===== src/rtl/smoe_defines.svh =====
`ifndef SMOE_DEFINES_SVH
`define SMOE_DEFINES_SVH
`define SMOE_ADDR_SEL_HI  7'h69
`define SMOE_ADDR_SEL_LO  7'h6e
`define SMOE_OFF_THR      5'h16
`define SMOE_OFF_PAIR     5'h17
`define SMOE_RST_THR      8'h0f
`define SMOE_RST_PAIR     8'hff
`define SMOE_RST_CTL      16'h3fff
`define SMOE_RST_SYNC     3'h6
`define SMOE_BITS_PER_BYTE 4'h8
`define SMOE_THR_HI       7
`define SMOE_THR_LO       6
`define SMOE_FB_A         5
`define SMOE_FB_B         4
`define SMOE_B2           1
`define SMOE_B1           7
`define SMOE_B0           6
`define SMOE_A2           5
`define SMOE_A1           3
`define SMOE_A0           2
`define SMOE_CMD_BYTE_BIT 7
`endif


===== src/rtl/smoe_pkg.sv =====
package smoe_pkg;
  typedef enum logic [8:0] {
    SMOE_IDLE  = 9'h001,
    SMOE_ADDR  = 9'h002,
    SMOE_ACK_A = 9'h004,
    SMOE_CMD   = 9'h008,
    SMOE_ACK_C = 9'h010,
    SMOE_WDATA = 9'h020,
    SMOE_ACK_D = 9'h040,
    SMOE_RDATA = 9'h080,
    SMOE_RACK  = 9'h100
  } smoe_fsm_t;

  typedef struct packed {
    logic [1:0] threshold_sel;
    logic       feedback_out_bank_a_en;
    logic       feedback_out_bank_b_en;
    logic       bank_b_pair2_true_en;
    logic       bank_b_pair2_comp_en;
    logic       bank_b_pair1_true_en;
    logic       bank_b_pair1_comp_en;
    logic       bank_b_pair0_true_en;
    logic       bank_b_pair0_comp_en;
    logic       bank_a_pair2_true_en;
    logic       bank_a_pair2_comp_en;
    logic       bank_a_pair1_true_en;
    logic       bank_a_pair1_comp_en;
    logic       bank_a_pair0_true_en;
    logic       bank_a_pair0_comp_en;
  } smoe_out_t;

  typedef struct packed {
    smoe_fsm_t  fsm;
    logic       scl_q;
    logic       sda_q;
    logic [3:0] cnt;
    logic [7:0] shreg;
    logic       rw;
    logic [4:0] offset;
    logic [7:0] wbyte;
    logic       wr_pend;
    logic       sda_oe;
    logic       touched;
    logic [7:0] thr_fb;
    logic [7:0] pair_en;
    smoe_out_t  ctl;
  } smoe_st_t;
endpackage : smoe_pkg


===== src/rtl/smoe_sync.sv =====
`timescale 1ns/1ps
module smoe_sync #(
  parameter int          W   = 3,
  parameter logic [W-1:0] RST = '0
) (
  input  wire logic         mclk,
  input  wire logic         arst_n,
  input  wire logic [W-1:0] d,
  output logic      [W-1:0] q
);
  logic [W-1:0] meta_ff;

  // The first stage feeds only the second stage.
  always_ff @(posedge mclk or negedge arst_n) begin
    if (!arst_n) begin
      meta_ff <= RST;
      q       <= RST;
    end else begin
      meta_ff <= d;
      q       <= meta_ff;
    end
  end
endmodule : smoe_sync


===== src/rtl/smoe_top.sv =====
`timescale 1ns/1ps
`include "smoe_defines.svh"
module smoe_top (
  input  wire logic         mclk,
  input  wire logic         arst_n,
  input  wire logic         scl_in,
  input  wire logic         sda_in,
  input  wire logic         addr_sel,
  output logic              sda_out,
  output logic              sda_oe,
  output smoe_pkg::smoe_out_t clk_ctl
);
  smoe_pkg::smoe_st_t st_ff;
  smoe_pkg::smoe_st_t nxt_st;
  logic [2:0]         sync_q;
  logic               scl_s;
  logic               sda_s;
  logic               sel_s;
  logic               scl_rise;
  logic               scl_fall;
  logic               start_det;
  logic               stop_det;
  logic [6:0]         my_addr;
  logic [7:0]         rd_byte;
  logic               byte_done;

  smoe_sync #(
    .W   (3),
    .RST (`SMOE_RST_SYNC)
  ) u_sync (
    .mclk   (mclk),
    .arst_n (arst_n),
    .d      ({scl_in, sda_in, addr_sel}),
    .q      (sync_q)
  );

  assign scl_s     = sync_q[2];
  assign sda_s     = sync_q[1];
  assign sel_s     = sync_q[0];
  // The link clock is oversampled, so its edges are found by comparison.
  assign scl_rise  = scl_s & ~st_ff.scl_q;
  assign scl_fall  = ~scl_s & st_ff.scl_q;
  assign start_det = scl_s & st_ff.scl_q & st_ff.sda_q & ~sda_s;
  assign stop_det  = scl_s & st_ff.scl_q & ~st_ff.sda_q & sda_s;
  assign my_addr   = sel_s ? `SMOE_ADDR_SEL_HI : `SMOE_ADDR_SEL_LO;
  assign byte_done = (st_ff.cnt == `SMOE_BITS_PER_BYTE);
  // Offsets without storage read as zero and ignore writes.
  assign rd_byte   = (st_ff.offset == `SMOE_OFF_THR)  ? st_ff.thr_fb  :
                     (st_ff.offset == `SMOE_OFF_PAIR) ? st_ff.pair_en : 8'h00;

  always_comb begin
    nxt_st       = st_ff;
    nxt_st.scl_q = scl_s;
    nxt_st.sda_q = sda_s;
    if (stop_det) begin
      if (st_ff.wr_pend) begin
        nxt_st.touched = 1'b1;
        if (st_ff.offset == `SMOE_OFF_THR) begin
          nxt_st.thr_fb = st_ff.wbyte;
        end
        if (st_ff.offset == `SMOE_OFF_PAIR) begin
          nxt_st.pair_en = st_ff.wbyte;
        end
      end
      nxt_st.wr_pend = 1'b0;
      nxt_st.sda_oe  = 1'b0;
      nxt_st.fsm     = smoe_pkg::SMOE_IDLE;
    end else if (start_det) begin
      // A repeated start keeps the offset so a read can follow the command.
      nxt_st.fsm     = smoe_pkg::SMOE_ADDR;
      nxt_st.cnt     = 4'h0;
      nxt_st.sda_oe  = 1'b0;
      nxt_st.wr_pend = 1'b0;
    end else if (scl_rise) begin
      case (st_ff.fsm)
        smoe_pkg::SMOE_ADDR, smoe_pkg::SMOE_CMD, smoe_pkg::SMOE_WDATA: begin
          nxt_st.shreg = {st_ff.shreg[6:0], sda_s};
          nxt_st.cnt   = st_ff.cnt + 4'h1;
        end
        smoe_pkg::SMOE_RDATA: begin
          nxt_st.cnt = st_ff.cnt + 4'h1;
        end
        default: begin
        end
      endcase
    end else if (scl_fall) begin
      case (st_ff.fsm)
        smoe_pkg::SMOE_ADDR: begin
          if (byte_done) begin
            if (st_ff.shreg[7:1] == my_addr) begin
              nxt_st.rw     = st_ff.shreg[0];
              nxt_st.sda_oe = 1'b1;
              nxt_st.fsm    = smoe_pkg::SMOE_ACK_A;
            end else begin
              nxt_st.fsm = smoe_pkg::SMOE_IDLE;
            end
          end
        end
        smoe_pkg::SMOE_ACK_A: begin
          nxt_st.cnt = 4'h0;
          if (st_ff.rw) begin
            nxt_st.shreg  = rd_byte;
            nxt_st.sda_oe = ~rd_byte[7];
            nxt_st.fsm    = smoe_pkg::SMOE_RDATA;
          end else begin
            nxt_st.sda_oe = 1'b0;
            nxt_st.fsm    = smoe_pkg::SMOE_CMD;
          end
        end
        smoe_pkg::SMOE_CMD: begin
          if (byte_done) begin
            // Block mode is not served, so its command is left unanswered.
            if (st_ff.shreg[`SMOE_CMD_BYTE_BIT]) begin
              nxt_st.offset = st_ff.shreg[4:0];
              nxt_st.sda_oe = 1'b1;
              nxt_st.fsm    = smoe_pkg::SMOE_ACK_C;
            end else begin
              nxt_st.fsm = smoe_pkg::SMOE_IDLE;
            end
          end
        end
        smoe_pkg::SMOE_ACK_C: begin
          nxt_st.sda_oe = 1'b0;
          nxt_st.cnt    = 4'h0;
          nxt_st.fsm    = smoe_pkg::SMOE_WDATA;
        end
        smoe_pkg::SMOE_WDATA: begin
          if (byte_done) begin
            nxt_st.wbyte   = st_ff.shreg;
            nxt_st.wr_pend = 1'b1;
            nxt_st.sda_oe  = 1'b1;
            nxt_st.fsm     = smoe_pkg::SMOE_ACK_D;
          end
        end
        smoe_pkg::SMOE_ACK_D: begin
          nxt_st.sda_oe = 1'b0;
          nxt_st.fsm    = smoe_pkg::SMOE_IDLE;
        end
        smoe_pkg::SMOE_RDATA: begin
          if (byte_done) begin
            nxt_st.sda_oe = 1'b0;
            nxt_st.fsm    = smoe_pkg::SMOE_RACK;
          end else begin
            nxt_st.shreg  = {st_ff.shreg[6:0], 1'b0};
            nxt_st.sda_oe = ~st_ff.shreg[6];
          end
        end
        smoe_pkg::SMOE_RACK: begin
          nxt_st.fsm = smoe_pkg::SMOE_IDLE;
        end
        default: begin
          nxt_st.fsm = smoe_pkg::SMOE_IDLE;
        end
      endcase
    end
    // Controls leave a register so the clock pins never see decode glitches.
    nxt_st.ctl.threshold_sel          = nxt_st.thr_fb[`SMOE_THR_HI:`SMOE_THR_LO];
    nxt_st.ctl.feedback_out_bank_a_en = ~nxt_st.thr_fb[`SMOE_FB_A];
    nxt_st.ctl.feedback_out_bank_b_en = ~nxt_st.thr_fb[`SMOE_FB_B];
    nxt_st.ctl.bank_b_pair2_true_en   = nxt_st.thr_fb[`SMOE_B2];
    nxt_st.ctl.bank_b_pair2_comp_en   = nxt_st.thr_fb[`SMOE_B2];
    nxt_st.ctl.bank_b_pair1_true_en   = nxt_st.pair_en[`SMOE_B1];
    nxt_st.ctl.bank_b_pair1_comp_en   = nxt_st.pair_en[`SMOE_B1];
    nxt_st.ctl.bank_b_pair0_true_en   = nxt_st.pair_en[`SMOE_B0];
    nxt_st.ctl.bank_b_pair0_comp_en   = nxt_st.pair_en[`SMOE_B0];
    nxt_st.ctl.bank_a_pair2_true_en   = nxt_st.pair_en[`SMOE_A2];
    nxt_st.ctl.bank_a_pair2_comp_en   = nxt_st.pair_en[`SMOE_A2];
    nxt_st.ctl.bank_a_pair1_true_en   = nxt_st.pair_en[`SMOE_A1];
    nxt_st.ctl.bank_a_pair1_comp_en   = nxt_st.pair_en[`SMOE_A1];
    nxt_st.ctl.bank_a_pair0_true_en   = nxt_st.pair_en[`SMOE_A0];
    nxt_st.ctl.bank_a_pair0_comp_en   = nxt_st.pair_en[`SMOE_A0];
  end

  always_ff @(posedge mclk or negedge arst_n) begin
    if (!arst_n) begin
      st_ff         <= '0;
      st_ff.fsm     <= smoe_pkg::SMOE_IDLE;
      st_ff.scl_q   <= 1'b1;
      st_ff.sda_q   <= 1'b1;
      st_ff.thr_fb  <= `SMOE_RST_THR;
      st_ff.pair_en <= `SMOE_RST_PAIR;
      st_ff.ctl     <= `SMOE_RST_CTL;
    end else begin
      st_ff <= nxt_st;
    end
  end

  // The pin only ever pulls low; the enable carries the data.
  assign sda_out = 1'b0;
  assign sda_oe  = st_ff.sda_oe;
  assign clk_ctl = st_ff.ctl;
endmodule : smoe_top


===== config.mk =====
export PLATFORM = sky130hd
export DESIGN_NAME = smoe_top
export DESIGN_NICKNAME = d
export VERILOG_FILES = /design/src/rtl/smoe_pkg.sv /design/src/rtl/smoe_sync.sv /design/src/rtl/smoe_top.sv
export VERILOG_INCLUDE_DIRS = /design/src /design/src/rtl
export SDC_FILE = /design/constraint.sdc
export NUM_CORES = 1
export LEC_CHECK = 0
export ABC_AREA = 1
export BUFFER_PORTS_ARGS = -buffer_cell sky130_fd_sc_hd__buf_2
export CAP_MARGIN = 20
export CORE_ASPECT_RATIO = 0.5
export CORE_UTILIZATION = 40
export DETAILED_ROUTE_END_ITERATION = 16
export HOLD_SLACK_MARGIN = 0.1
export PLACE_DENSITY_LB_ADDON = 0.12
export SLEW_MARGIN = 30
export SYNTH_ARGS = -nofsm -noshare
export SYNTH_HDL_FRONTEND = slang
export SYNTH_SLANG_ARGS = --single-unit

===== constraint.sdc =====
create_clock -name mclk -period 5.3 [get_ports mclk]
set_input_delay 0 -clock mclk [delete_from_list [all_inputs] [get_ports mclk]]
set_output_delay 0 -clock mclk [all_outputs]
set_load 0.005 [all_outputs]

==> results.md <==
* Status: complete, no violations
* Clock-pin transition on the worst setup and hold timing paths at 0.05 ns
* Share of cells above drive strength 1 at 24.26%
* Critical path arrival at 2.36 ns
* Fin. Hold Viols at 0
* Setup crit end kind: flip-flop
* YS warnings at 0
* Post-route insts no fill at 553
* Least-Margin Pin Slew at 0.7777 ns
* CTS tree: yes
* Clk root buf: clkbuf_16
* Initial Utilization at 42.23%
* Total CTS buffers at 9
* Port Buffers at 21
* Ant diodes at 0
* Die area at 0.009057 mm^2
* Mapped Nets at 433
* Hold Slack at 0.3130 ns
* Area growth syn-to-layout at 12.28%
* RSZ-0062 raised after global routing: no
* Peak supply drop at 0.1703 mV
* Register area share after synthesis at 46.28%
* Post-synth EDFFs at 0
* Number of DRC markers in iteration 0 at 114
* Most frequent cells after synthesis: 97 x nand2_1, 61 x inv_1, 42 x dfrtp_1
* Worst EP required at 5.57 ns
* Die Wd at 133.6 um
* Dpl hpwl at 5332 um
* Syn Area/Cell at 8.188 um^2
* Final setup viols at 0
* Number of fill cells in the layout at 812
* Setup TNS at 0 ns
* Sink Count at 63
* Synth top area share at 30.35%
* Slew headroom at 48.16%
* Post-synth cell types at 36
* Post-cts sizing count at 0
* Tot GR Track Use at 18.14%
* Initial antenna violation count at 0
* Num ports at 23
* Number of max-cap violations at 0
* Fin crit period at 2.091 ns
* Top-count cell post-synth: nand2_1
* Via count at 2627
* Row cnt at 23
* #FFs+latches synth at 63
* Number of global-route vias before repair at 2527
* Post-placement cell count at 534
* Postcts setup bufs at 0
* Hold WC Path Type: in2reg
* Largest net degree at the start of global routing at 64
* Crit Path Category: reg2reg
* Dominant cell type by area after synthesis: dfrtp_1
* P_leak at 0.001829 uW
* H-tree Lvls at 3
* Die Y at 67.80 um
* Synthesized instance count at 423
* Routed Antenna Nets at 0
* Placer congestion estimate at 0.8478
* DR DRC count at 0
* Final number of max-transition violations at 0
* Drt first pass iters at 4
* Worst Clk Skew at 0.005592 ns
* Synth Flop Type: dfrtp_1
* Wire per inst at 12.99 um
* Max Clock Freq at 478.3 MHz
* CTS Buffer Depth at 2
* Routed vias/inst at 4.750
* Total gr overflow at 0
* First-pass GRT wire length at 12280 um
* P per Cell Area at 356.2 mW/mm^2
* Nets at 447
* Tcrit/Tclk final at 39.45%
* Core area at 0.008202 mm^2
* Clock Latency Late Sink at 0.33 ns
* Total Wirelength at 7182 um
* Synthesized cell area at 0.003463 mm^2
* Worst setup SP type: flip-flop
* Asr flop ratio synth at 100.0%
* Top cells by area, synth: dfrtp_1 30%, dfstp_2 16%, nand2_1 11%, inv_1 6.6%, o21ai_0 4.5%
* Max FO, Critical Path at 17
## power by group
group / leakage [uW] / internal (uW) / switching, uW
combinational: 0.000899 / 77.3 / 156
sequential: 0.000785 / 531 / 37.1
clock: 0.000145 / 385 / 199
## final cells by class
cell class	instances	area [um^2]	area share (%)
clock inverters	3	42.54	1.094
well taps	112	140.1	3.604
clock buffers	12	256.5	6.596
multi-input cells	269	1438	36.97
flip-flops and latches	63	1603	41.22
inverters	68	256.5	6.596
repair buffers	26	152.6	3.925
## metal layers
metal  vias to the layer above  routed length, um  track usage, %
met5                         -                  0               0
met4                         0                 91           6.392
met3                        10                277           5.631
met2                        43               3073           28.19
met1                      1212               3740           24.07
li1                       1362                  -               -
## stage by stage
step                      area, um^2  utilization, %  worst slack (ns)  total power [uW]
after floorplan                 3463               -             3.521             750.2
after global placement          3550           43.28             3.303             802.1
after detailed placement        3550           43.28             3.230             807.4
after CTS                       3889           47.41             3.209              1404
after global routing            3889           47.41             2.978              1464
final                           3889           47.41             3.209              1385
## worst paths after layout
path                              startpoint                 to  slack [ns]  depth (start not counted)
max                                st_ff[62]          st_ff[63]        3.21                          9
min                                 addr_sel  u_sync.meta_ff[0]        0.31                          2
max reg2reg                        st_ff[62]          st_ff[63]        3.21                          9
min reg2reg                u_sync.meta_ff[0]        u_sync.q[0]        0.35                          0
max in group asynchronous             arst_n          st_ff[28]        4.42                          3
min in group asynchronous             arst_n          st_ff[65]        0.36                          3
## sequential cells by signal, indices dropped and copies added, names as in the netlist
register        flops
u_sync.meta_ff      3
st_ff              53
clk_ctl             3
sda_oe              1
u_sync.q            3
## repair_timing
item                                    4_1_cts  5_1_grt
endpoints found under the setup margin        0        0
hold buffers                                  4        0
hold endpoints to repair                     45        0
## placed cells by master, fill, tap and decap left out, types with 7 or more instances in the layout
cell type,count
buf_2,21
o21ai_0,31
o21ai_2,10
inv_1,61
nand3_1,23
nor2_1,25
dfrtp_1,42
nand2_1,97
dfstp_2,21
nor2_2,7
clkbuf_16,9
o21ai_1,17
## critical path, cell delays in order (launching register included)
cell     delay [ns]
dfstp_2        0.54
inv_1          0.05
ha_1           0.28
nor2_2         0.31
nor2_1         0.10
a21oi_2        0.13
nand3_2        0.26
nor2_1         0.21
nand2_1        0.08
nand2_1        0.07
## logic make-up after synthesis
family	Yosys count	share of synthesized area, %
AND/OR/NAND/NOR	187	26.30
buffers and inverters	91	12.21
other	1	0.1083
adder cells (fa/ha/maj)	5	1.806
flip-flops	63	46.28
AO/OA/AOI/OAI	74	12.64
multiplexers	2	0.6502
(Power assumes the default switching activity.)
